$ cat config.mk
export PLATFORM = sky130hd
export DESIGN_NAME = rrlc_top
export DESIGN_NICKNAME = d
export VERILOG_FILES = /design/src/shared/rrlc_pkg.sv /design/src/shared/rrlc_pin_if.sv /design/src/rtl/rrlc_top.sv /design/src/rtl/rrlc_pin_ctrl.sv
export SDC_FILE = /design/constraint.sdc
export NUM_CORES = 1
export LEC_CHECK = 0
export ABC_AREA = 1
export BUFFER_PORTS_ARGS = -buffer_cell sky130_fd_sc_hd__buf_2
export CORE_MARGIN = 5
export CORE_UTILIZATION = 43
export CTS_BUF_LIST = sky130_fd_sc_hd__clkbuf_2 sky130_fd_sc_hd__clkbuf_4 sky130_fd_sc_hd__clkbuf_8
export DETAILED_ROUTE_END_ITERATION = 8
export GPL_TIMING_DRIVEN = 0
export PLACE_DENSITY = 0.74
export SYNTH_ARGS = -nofsm -noshare
export SYNTH_HDL_FRONTEND = slang
export SYNTH_SLANG_ARGS = --single-unit
$ cat constraint.sdc
create_clock -name pclk -period 0.8 [get_ports pclk]
set_input_delay 0 -clock pclk [delete_from_list [all_inputs] [get_ports pclk]]
set_output_delay 0 -clock pclk [all_outputs]
set_load 0.02 [all_outputs]
$ cat src/shared/rrlc_pkg.sv
// Constants shared by the reference ladder control block
package rrlc_pkg;

   ////////////////////////////////////////////////////////////////////////
   // Register byte offsets
   localparam logic [7:0] RRLC_OFF_MAIN   = 8'h00;
   localparam logic [7:0] RRLC_OFF_LEVEL  = 8'h04;
   localparam logic [7:0] RRLC_OFF_STATUS = 8'h08;

   ////////////////////////////////////////////////////////////////////////
   // Register index codes returned by the address decoder
   localparam logic [1:0] RRLC_IDX_MAIN   = 2'h0;
   localparam logic [1:0] RRLC_IDX_LEVEL  = 2'h1;
   localparam logic [1:0] RRLC_IDX_STATUS = 2'h2;
   localparam logic [1:0] RRLC_IDX_NONE   = 2'h3;

   ////////////////////////////////////////////////////////////////////////
   // Field positions of reference_control_main
   localparam int RRLC_BIT_EN      = 7;
   localparam int RRLC_BIT_LPS     = 6;
   localparam int RRLC_BIT_PIN     = 5;
   localparam int RRLC_BIT_USS_HI  = 3;
   localparam int RRLC_BIT_USS_LO  = 2;
   localparam int RRLC_BIT_LSS     = 0;

   ////////////////////////////////////////////////////////////////////////
   // Implemented-bit masks and reset values
   localparam logic [7:0] RRLC_MAIN_MASK  = 8'hED;
   localparam logic [7:0] RRLC_LEVEL_MASK = 8'h1F;
   localparam logic [7:0] RRLC_MAIN_RST   = 8'h00;
   localparam logic [7:0] RRLC_LEVEL_RST  = 8'h00;

   ////////////////////////////////////////////////////////////////////////
   // Level code and ladder tap encoding
   localparam int         RRLC_CODE_W    = 5;
   localparam int         RRLC_TAP_W     = 6;
   localparam logic [4:0] RRLC_CODE_ONES = 5'h1F;
   localparam logic [4:0] RRLC_CODE_ZERO = 5'h00;
   localparam logic [5:0] RRLC_TAP_UPPER = 6'h20;
   localparam logic [5:0] RRLC_TAP_LOWER = 6'h00;

   ////////////////////////////////////////////////////////////////////////
   // Upper source select codes
   localparam logic [1:0] RRLC_US_SUPPLY = 2'h0;
   localparam logic [1:0] RRLC_US_EXT    = 2'h1;
   localparam logic [1:0] RRLC_US_FIXED  = 2'h2;
   localparam logic [1:0] RRLC_US_RSVD   = 2'h3;

   ////////////////////////////////////////////////////////////////////////
   // Status register field positions
   localparam int RRLC_ST_VALID   = 0;
   localparam int RRLC_ST_UPCONN  = 1;
   localparam int RRLC_ST_LOCONN  = 2;
   localparam int RRLC_ST_RSVD    = 3;
   localparam int RRLC_ST_TAP_LO  = 8;

endpackage : rrlc_pkg

$ cat src/shared/rrlc_pin_if.sv
// Carrier between ladder control and the output pin override
interface rrlc_pin_if;
   logic analog_sel;
   logic core_dout;
   logic core_oe_n;
   logic core_din;

   modport ctrl (
      output analog_sel,
      output core_dout,
      output core_oe_n,
      input  core_din
   );

   modport pin (
      input  analog_sel,
      input  core_dout,
      input  core_oe_n,
      output core_din
   );
endinterface : rrlc_pin_if

$ cat src/rtl/rrlc_top.sv
// Ratiometric reference ladder control with APB register access
//
// Function
// RL1: Ladder enabled only while enable bit set
// RL2: Five-bit level code selects 32 levels
// RL3: Enabled level is lower plus scaled span
// RL4: Disabled, side one, all ones: upper source
// RL5: Disabled, side zero, all zeros: lower source
// RL6: Side select disconnects one ladder end
// RL7: Pin drive routes level, kills digital pin
// RL8: Routed pin reads back as zero
// RL9: Two-bit upper source select, code three reserved
// RL10: Lower select picks external or ground
// RL11: Wake from sleep keeps control register
// RL12: Reset disables ladder, pin, level code
// RL13: Unimplemented register bits read zero
// RL14: Software disables reference before sleep
// RL15: Outputs follow one cycle after write
module rrlc_top
   import rrlc_pkg::*;
#(
   parameter int ADDR_W = 8
)
(
   // Clock and reset
   input  wire logic              pclk,
   input  wire logic              presetn,
   // APB slave
   input  wire logic              psel,
   input  wire logic              penable,
   input  wire logic              pwrite,
   input  wire logic [ADDR_W-1:0] paddr,
   input  wire logic [31:0]       pwdata,
   input  wire logic [3:0]        pstrb,
   output logic [31:0]            prdata,
   output logic                   pready,
   output logic                   pslverr,
   // Ladder control
   output logic                   ladder_enable,
   output logic                   low_power_side_select,
   output logic [1:0]             upper_source_select,
   output logic                   lower_source_select,
   output logic [4:0]             level_code,
   output logic                   upper_end_connect,
   output logic                   lower_end_connect,
   output logic                   upper_src_supply,
   output logic                   upper_src_ext,
   output logic                   upper_src_fixed,
   output logic                   lower_src_ext,
   output logic                   lower_src_ground,
   // Selected level as a ladder tap, 32 means upper source
   output logic [5:0]             level_tap,
   output logic                   level_tap_valid,
   // Port logic side of the output pin
   input  wire logic              port_dout,
   input  wire logic              port_oe_n,
   output logic                   port_din,
   // Output pin
   input  wire logic              level_out_pin_in,
   output logic                   level_out_pin_out,
   output logic                   level_out_pin_oe_n,
   output logic                   level_out_pin_analog,
   output logic                   level_out_pin_detector_en
);

   ////////////////////////////////////////////////////////////////////////
   // State

   typedef struct packed {
      logic [7:0]  ctrl_main;
      logic [7:0]  ctrl_level;
      logic [31:0] rdata;
      logic        rerr;
      logic        en;
      logic        lps;
      logic [1:0]  uss;
      logic        lss;
      logic [4:0]  code;
      logic        pin_analog;
      logic        up_conn;
      logic        lo_conn;
      logic [2:0]  up_onehot;
      logic        lo_ext;
      logic [5:0]  tap;
      logic        tap_valid;
      logic        rsvd_sel;
   } rrlc_state_s;

   rrlc_state_s st;
   rrlc_state_s next_st;

   rrlc_pin_if pif ();

   ////////////////////////////////////////////////////////////////////////
   // Functions

   // Register index of a bus address
   function automatic logic [1:0] rrlc_decode(
      input logic [ADDR_W-1:0] addr
   );
      logic [1:0] idx;
      idx = RRLC_IDX_NONE;
      if (addr == ADDR_W'(RRLC_OFF_MAIN)) begin
         idx = RRLC_IDX_MAIN;
      end else if (addr == ADDR_W'(RRLC_OFF_LEVEL)) begin
         idx = RRLC_IDX_LEVEL;
      end else if (addr == ADDR_W'(RRLC_OFF_STATUS)) begin
         idx = RRLC_IDX_STATUS;
      end
      return idx;
   endfunction : rrlc_decode

   // One-hot upper source, none for the reserved code
   function automatic logic [2:0] rrlc_upper_onehot(
      input logic [1:0] sel
   );
      logic [2:0] oh;
      oh = 3'h0;
      case (sel)
         RRLC_US_SUPPLY: begin
            oh = 3'h1; // RL9
         end
         RRLC_US_EXT: begin
            oh = 3'h2; // RL9
         end
         RRLC_US_FIXED: begin
            oh = 3'h4; // RL9
         end
         default: begin
            oh = 3'h0; // RL9
         end
      endcase
      return oh;
   endfunction : rrlc_upper_onehot

   ////////////////////////////////////////////////////////////////////////
   // Bus phase decode

   logic       setup_ph;
   logic       access_ph;
   logic [1:0] bus_idx;
   logic [7:0] main_wr;
   logic [7:0] level_wr;
   logic [31:0] status_rd;

   assign setup_ph  = psel & ~penable;
   assign access_ph = psel & penable;
   assign bus_idx   = rrlc_decode(paddr);
   assign main_wr   = pwdata[7:0] & RRLC_MAIN_MASK; // RL13
   assign level_wr  = pwdata[7:0] & RRLC_LEVEL_MASK; // RL13

   always_comb begin
      status_rd = 32'h0000_0000;
      status_rd[RRLC_ST_VALID]  = st.tap_valid;
      status_rd[RRLC_ST_UPCONN] = st.up_conn;
      status_rd[RRLC_ST_LOCONN] = st.lo_conn;
      status_rd[RRLC_ST_RSVD]   = st.rsvd_sel;
      status_rd[RRLC_ST_TAP_LO +: RRLC_TAP_W] = st.tap;
   end

   ////////////////////////////////////////////////////////////////////////
   // Next state

   always_comb begin
      next_st = st;

      // Read data is prepared in the setup cycle
      if (setup_ph) begin
         next_st.rdata = 32'h0000_0000;
         next_st.rerr  = (bus_idx == RRLC_IDX_NONE);
         if (!pwrite) begin
            if (bus_idx == RRLC_IDX_MAIN) begin
               next_st.rdata = {24'h00_0000, st.ctrl_main}; // RL13
            end else if (bus_idx == RRLC_IDX_LEVEL) begin
               next_st.rdata = {24'h00_0000, st.ctrl_level}; // RL13
            end else if (bus_idx == RRLC_IDX_STATUS) begin
               next_st.rdata = status_rd;
            end
         end
      end

      // Writes land on the access edge; status is read-only
      if (access_ph && pwrite && pstrb[0]) begin // RL15
         if (bus_idx == RRLC_IDX_MAIN) begin
            next_st.ctrl_main = main_wr;
         end else if (bus_idx == RRLC_IDX_LEVEL) begin
            next_st.ctrl_level = level_wr; // RL2
         end
      end

      // Control copies follow the registers one edge later
      next_st.en   = st.ctrl_main[RRLC_BIT_EN]; // RL1
      next_st.lps  = st.ctrl_main[RRLC_BIT_LPS];
      next_st.uss  = st.ctrl_main[RRLC_BIT_USS_HI:RRLC_BIT_USS_LO];
      next_st.lss  = st.ctrl_main[RRLC_BIT_LSS]; // RL10
      next_st.code = st.ctrl_level[RRLC_CODE_W-1:0]; // RL2
      next_st.pin_analog = st.ctrl_main[RRLC_BIT_PIN]; // RL7

      // Ladder ends: both while enabled, else one per side select
      next_st.up_conn = st.ctrl_main[RRLC_BIT_EN]
                      | st.ctrl_main[RRLC_BIT_LPS]; // RL6
      next_st.lo_conn = st.ctrl_main[RRLC_BIT_EN]
                      | ~st.ctrl_main[RRLC_BIT_LPS]; // RL6

      next_st.up_onehot = rrlc_upper_onehot(
         st.ctrl_main[RRLC_BIT_USS_HI:RRLC_BIT_USS_LO]);
      next_st.rsvd_sel  = (st.ctrl_main[RRLC_BIT_USS_HI:RRLC_BIT_USS_LO]
                           == RRLC_US_RSVD); // RL9
      next_st.lo_ext    = st.ctrl_main[RRLC_BIT_LSS]; // RL10

      // Selected ladder tap
      next_st.tap       = RRLC_TAP_LOWER;
      next_st.tap_valid = 1'b0;
      if (st.ctrl_main[RRLC_BIT_EN]) begin
         next_st.tap = {1'b0, st.ctrl_level[RRLC_CODE_W-1:0]}; // RL3
         next_st.tap_valid = 1'b1; // RL3
      end else if (st.ctrl_main[RRLC_BIT_LPS]
                   && st.ctrl_level[RRLC_CODE_W-1:0] == RRLC_CODE_ONES) begin
         next_st.tap = RRLC_TAP_UPPER; // RL4
         next_st.tap_valid = 1'b1; // RL4
      end else if (!st.ctrl_main[RRLC_BIT_LPS]
                   && st.ctrl_level[RRLC_CODE_W-1:0] == RRLC_CODE_ZERO) begin
         next_st.tap = RRLC_TAP_LOWER; // RL5
         next_st.tap_valid = 1'b1; // RL5
      end
   end

   ////////////////////////////////////////////////////////////////////////
   // Registers

   // Only device reset clears state; wake from sleep has no path here
   always_ff @(posedge pclk or negedge presetn) begin // RL11
      if (!presetn) begin
         st            <= '0; // RL12
         st.ctrl_main  <= RRLC_MAIN_RST; // RL12
         st.ctrl_level <= RRLC_LEVEL_RST; // RL12
      end else begin
         st <= next_st;
      end
   end

   ////////////////////////////////////////////////////////////////////////
   // Bus answer

   assign pready  = 1'b1;
   assign prdata  = st.rdata;
   assign pslverr = access_ph & st.rerr;

   ////////////////////////////////////////////////////////////////////////
   // Ladder outputs

   assign ladder_enable         = st.en; // RL1
   assign low_power_side_select = st.lps;
   assign upper_source_select   = st.uss; // RL9
   assign lower_source_select   = st.lss; // RL10
   assign level_code            = st.code; // RL2
   assign upper_end_connect     = st.up_conn; // RL6
   assign lower_end_connect     = st.lo_conn; // RL6
   assign upper_src_supply      = st.up_onehot[0];
   assign upper_src_fixed       = st.up_onehot[2];
   assign upper_src_ext         = st.up_onehot[1];
   assign lower_src_ext         = st.lo_ext; // RL10
   assign lower_src_ground      = ~st.lo_ext; // RL10
   assign level_tap             = st.tap;
   assign level_tap_valid       = st.tap_valid;

   ////////////////////////////////////////////////////////////////////////
   // Output pin

   assign pif.analog_sel = st.pin_analog; // RL7
   assign pif.core_dout  = port_dout;
   assign pif.core_oe_n  = port_oe_n;
   assign port_din       = pif.core_din;
   assign level_out_pin_analog = st.pin_analog; // RL7

   rrlc_pin_ctrl rrlc_pin_ctrl_inst (
      .pclk            (pclk),
      .presetn         (presetn),
      .pif             (pif.pin),
      .pad_din         (level_out_pin_in),
      .pad_dout        (level_out_pin_out),
      .pad_oe_n        (level_out_pin_oe_n),
      .pad_detector_en (level_out_pin_detector_en)
   );

endmodule : rrlc_top

$ cat src/rtl/rrlc_pin_ctrl.sv
// Output pin override for the reference level
module rrlc_pin_ctrl
   import rrlc_pkg::*;
(
   // Clock and reset
   input  wire logic pclk,
   input  wire logic presetn,
   // Control side
   rrlc_pin_if.pin   pif,
   // Pad side
   input  wire logic pad_din,
   output logic      pad_dout,
   output logic      pad_oe_n,
   output logic      pad_detector_en
);

   typedef struct packed {
      logic sync1;
      logic sync2;
   } rrlc_pin_s;

   rrlc_pin_s st;
   rrlc_pin_s next_st;

   ////////////////////////////////////////////////////////////////////////
   // Pad input synchroniser
   always_comb begin
      next_st       = st;
      next_st.sync1 = pad_din;
      next_st.sync2 = st.sync1;
   end

   always_ff @(posedge pclk or negedge presetn) begin
      if (!presetn) begin
         st <= '0;
      end else begin
         st <= next_st;
      end
   end

   ////////////////////////////////////////////////////////////////////////
   // Digital driver and detector forced off while the level is routed
   assign pad_dout        = pif.analog_sel ? 1'b0 : pif.core_dout; // RL7
   assign pad_oe_n        = pif.analog_sel | pif.core_oe_n; // RL7
   assign pad_detector_en = ~pif.analog_sel; // RL7
   assign pif.core_din    = pif.analog_sel ? 1'b0 : st.sync2; // RL8

endmodule : rrlc_pin_ctrl

==> results of run 1 <==
==> routing by layer <==
metal | track usage | vias up
li1 | - | 955
met1 | 0.185 | 855
met2 | 0.250 | 62
met3 | 0.0437 | 10
met4 | 0.0504 | 0
met5 | 0 | -
==> kinds of logic after synthesis <==
| group | share of synthesized area |
|---|---|
| flops | 0.532 |
| buf+inv | 0.202 |
| other cells | 0.00307 |
| simple gates | 0.219 |
| compound gates | 0.0445 |
==> flip-flops by register name (all words and copies together), names as in the netlist, 2 cells and up <==
name	count
level_tap	6
next_st	11
level_code	5
prdata	14
upper_source_select	2
st	2
==> repair_timing <==
item | CTS | global route
resized for setup | 104 | 31
pin swaps | 12 | 7
setup endpoints to repair | 53 | 115
endpoints found under the hold margin | 65 | 52
buffers inserted | 21 | 5
gates cloned | 0 | 0
==> worst paths after layout <==
check	cells past startpoint	endpoint	slack [ns]
worst max-delay path	2	level_out_pin_oe_n	-0.28
worst min-delay path	1	upper_source_select[1]	-0.25
worst max register to register	4	level_tap[5]	-0.14
worst min register to register	0	rrlc_pin_ctrl_inst.st[0]	0.35
max in group asynchronous	1	next_st[16]	0.57
min in group pclk	3	st[25]	0.02
==> cell type report <==
class                   count  share of cell area
multi-input cells         149               0.228
repair buffers            104               0.261
inverters                  32              0.0361
well taps                  72              0.0255
clock buffers               7              0.0272
plain buffers              23              0.0524
flip-flops and latches     52               0.370
==> worst max-delay path: cells and delay by family, from the launching register on <==
kind	cells	cell delay (ns)
buffers and inverters	1	0.13
DFF	1	0.42
and+or+nand+nor	1	0.24
==> layout by cell type (no fill, tap or decap), drive strengths merged <==
master	n
clkbuf	8
a21oi	5
buf	116
conb	19
o21ai	13
nor3	1
or2	1
dlygate4sd3	10
nand2	63
dfrtp	52
nor2	23
nand3	22
inv	32
nand4	2
==> stage by stage <==
step | instance area, um2 | setup WS, ns
final | 3540 | -0.284
after global routing | 3540 | -0.331
after global placement | 2940 | -0.192
after detailed placement | 2940 | -0.212
after floorplan | 2510 | -0.0386
after CTS | 3420 | -0.297
==> power by group through the flow <==
stage                     Sequential, W  Clock, W  Combinational, W
after floorplan                 0.00272         0          0.000288
after global placement          0.00272         0          0.000449
after detailed placement        0.00272         0          0.000457
after CTS                       0.00267   0.00159          0.000529
after global routing            0.00267   0.00173          0.000600
final                           0.00267   0.00157          0.000543
==> results.cfg, run 1 <==
[pwr]
swShare = 0.235
ir_worst_vdd_mv = 0.831
seq_power_share = 0.558
p_total_w = 0.00478
pwr-share-comb = 0.114
pwr-share-clk = 0.328
intPower_w = 0.00365
power_density_nw_per_um2 = 1350
switching_power_w = 0.00112
total_leakage_power_nw = 1.95

[layout]
nets = 419
drive_gt1_frac = 0.477
multi_input_area_um2 = 807
fill_cells = 455
n_antenna_cell = 0
area_delta_synth_final_pct = 44.6
layout.cells.non_filler = 439
final_util = 0.642
regArea_um2 = 1310

[critical_path]
worst_path_largest_cell_delay_ns = 0.42
r2r-start = next_st[17]
crit_fanout = 5
cp.arrival_ns = 1.08
cp-end-kind = primary output
setup.worst_path.class = flop to primary output
worstSetupStartpoint = level_out_pin_analog
crit_required_ns = 0.80
cp_cell_sequence = or2_4, buf_6
start_kind = flop
cp_slowest_cell = dfrtp_1

[hold_path]
hold_path.class = input pin to async pin

[detailed_routing]
topRoutingLayerUsed = met4
met3_length_um = 378
postRouteAntennaNets = 0
route.layer.met1.wl_um = 2150
wl_per_cell_um = 12.1
drtIter0Drc = 52
drt-pass1-iter-count = 4
via_count = 1882
met2WireLength_um = 2650
drc = 0
routed_wl_um = 5290
vias_per_cell = 4.29

[die]
die_area_um2 = 7300
coreArea_um2 = 5510
initial_core_util = 0.444
io_pins = 115
dieWidth_um = 85.4
placementRows = 27
fp.dieH_um = 85.4

[cts]
htreeDepth = 2
cts_buffers = 5
clk_pin_slew_ns = 0.08
cts.root.buffer_cell = clkbuf_8
cts_tree = built
hold_buffers = 10
clk_latency_ns = 0.30
clkSinkCount = 52
cts_buffer_depth = 2

[synth]
async_flop_share = 1.00
synth_area_per_cell_um2 = 9.20
synth_warnings = 0
synth.most_common_cell = nand2_1
ys_seq_area_frac = 0.532
synth_seq_cells = 52
synth.top_cells.by_count = 58 x nand2_1, 52 x dfrtp_1, 47 x buf_4
postSynthCellCount = 266
syn-cell-area_um2 = 2450
yosys-top-cells-area = dfrtp_1 53%, buf_4 14%, nand2_1 8.9%
synth_top_area_frac = 0.532
synth_cell_type_count = 24
synth_top_area_cell = dfrtp_1
ys.flop_type = dfrtp_1
synth_edf_count = 0

[grt]
grt_pass1_vias = 1814
grt_start_max_net_pins = 53
grt_use_total = 0.150
grt_first_pass_wirelength_um = 8690
antenna_found_initial = 0
gr-total-overflow = 0

[flow_run]
drv_cap = 0

[sta]
rsz0062_at_grt = yes
final_max_slew_viol_count = 0
worst_slew_pin_slew_ns = 0.684
max_clock_freq_mhz = 923
period_needed_ns = 1.08
skew_ns = 0.00390
max_slew_margin = 0.544
tns_ns = -2.86
finalCritPeriodShare = 1.35
finalWorstSetupSlack_ns = -0.284
finalSetupViolations = 52
hold-worst-slack_ns = -0.251
hold_viol_final = 52

[place]
io_buffers = 68
dp_hpwl_um = 3720
dpl.cell_count = 423
gp_congestion = 0.871

[status]
status = finished, violations left
violations = hold timing, setup timing
No activity file was read; power rests on OpenSTA's default activity.
==> run 2, diff against run 1 <==
- BUFFER_PORTS_ARGS: -buffer_cell sky130_fd_sc_hd__buf_2 -> -buffer_cell sky130_fd_sc_hd__clkbuf_2
- CORE_UTILIZATION: 43 -> 30
- PLACE_DENSITY: 0.74 -> 0.54
==> results.cfg, run 2 (synthesized netlist as in run 1, its figures left out) <==
[status]
status = finished, violations left
violations = hold timing, setup timing

[place]
dpl.cell_count = 456
place_area_um2 = 2990
io_buffers = 68
gp_congestion = 0.733
dp_hpwl_um = 4050

[die]
placementRows = 33
die_area_um2 = 10100
fp.dieH_um = 100
dieWidth_um = 100
coreArea_um2 = 8090
initial_core_util = 0.302
io_pins = 115

[critical_path]
endpoint = level_out_pin_oe_n
cp_cell_sequence = or2_4, buf_8
cp_slowest_cell = dfrtp_2
cp.arrival_ns = 1.12
start_kind = flop
crit_required_ns = 0.80
r2r-start = next_st[17]
worst_path_largest_cell_delay_ns = 0.45
reg2reg_slack_ns = -0.15
r2r_end = level_tap[5]
reg2reg_depth = 4
worstSetupStartpoint = level_out_pin_analog
setup.worst_path.class = flop to primary output
crit_fanout = 5
cp-end-kind = primary output

[pwr]
total_leakage_power_nw = 2.02
power_density_nw_per_um2 = 1260
p_total_w = 0.00473
ir_worst_vdd_mv = 0.657

[layout]
stdcell_area_um2 = 3750
n_antenna_cell = 0
layout.cells.non_filler = 478
drive_gt1_frac = 0.504
nets = 424
fill_cells = 795
final_common_cell = dfrtp_1
final_cell_mix = 46 x dfrtp_1, 45 x nand2_1, 38 x buf_4
largest_register_ffs = 14
area_delta_synth_final_pct = 53.2
final_util = 0.463

[sta]
hold_viol_final = 52
skew_ns = 0.00740
finalSetupViolations = 52
hold-worst-slack_ns = -0.244
max_clock_freq_mhz = 896
period_needed_ns = 1.12
rsz0062_at_grt = yes
max_slew_margin = 0.541
finalWorstSetupSlack_ns = -0.316
worst_slew_pin_slew_ns = 0.688
final_max_slew_viol_count = 0
finalCritPeriodShare = 1.40

[detailed_routing]
drtIter0Drc = 67
vias_per_cell = 3.94
via_count = 1885
drt-pass1-iter-count = 4
wl_per_cell_um = 11.9
postRouteAntennaNets = 0
routed_wl_um = 5700
drc = 0

[grt]
grt_pass1_vias = 1936
grt_start_max_net_pins = 53
antenna_found_initial = 0
grt_first_pass_wirelength_um = 9250
grt_use_total = 0.118
gr-total-overflow = 0

[flow_run]
drv_cap = 0

[cts]
clk_pin_slew_ns = 0.09
cts_buffers = 5
hold_buffers = 10
cts_buffer_depth = 2
clk_latency_ns = 0.30
htreeDepth = 2
cts.root.buffer_cell = clkbuf_8
cts_tree = built
clkSinkCount = 52

[hold_path]
hold_path.class = input pin to async pin
==> run 2: cell type report <==
type,instances,area (um2),area share
clock inverter,3,22.5,0.00601
inverter,32,125,0.0334
buffer,24,196,0.0524
timing repair buffer,108,1070,0.286
tap,105,131,0.0350
sequential,52,1310,0.349
multi-input combinational,149,822,0.219
clock buffer,5,68.8,0.0184
==> run 2: per-stage QoR <==
stage	setup slack (ns)	setup TNS (ns)
2_1_floorplan	-0.0386	-0.0605
3_3_place_gp	-0.347	-21.78
3_5_place_dp	-0.380	-24.17
4_1_cts	-0.326	-4.47
5_1_grt	-0.358	-6.67
6_report	-0.316	-4.10
==> run 2: layer usage <==
metal / vias up / global-route usage / wire (um) / part of all wire
li1: 965 / - / - / -
met1: 860 / 0.149 / 2360 / 0.41
met2: 53 / 0.196 / 2900 / 0.51
met3: 7 / 0.0341 / 366 / 0.064
met4: 0 / 0.0311 / 66 / 0.012
met5: - / 0 / 0 / 0
==> run 2: critical path: cells and delay by family (launching register included) <==
kind / cells / cell delay, ns
and+or+nand+nor: 1 / 0.24
DFF: 1 / 0.45
buffers and inverters: 1 / 0.13
==> run 2: how the worst min path moves through the flow <==
stage,end,slack [ns],cells after the start
floorplan,ladder_enable,-0.30,0
global placement,rrlc_pin_ctrl_inst.next_st[0],0.11,1
detailed placement,rrlc_pin_ctrl_inst.next_st[0],0.11,1
CTS,next_st[8],-0.22,1
global route,prdata[8],-0.18,1
finish,prdata[8],-0.24,1
==> run 2: what timing repair did <==
action	CTS	global route
pin swaps	12	10
setup endpoints to repair	106	66
setup buffers	22	9
gates resized for setup	90	81
hold endpoints to repair	65	52
==> run 2: where the power goes <==
| group | switching (W) | internal, W | total, W |
|---|---|---|---|
| combinational | 0.000319 | 0.000241 | 0.000559 |
| sequential | 0.0000162 | 0.00265 | 0.00267 |
| clock | 0.000874 | 0.000628 | 0.00150 |
| total | 0.00121 | 0.00352 | 0.00473 |
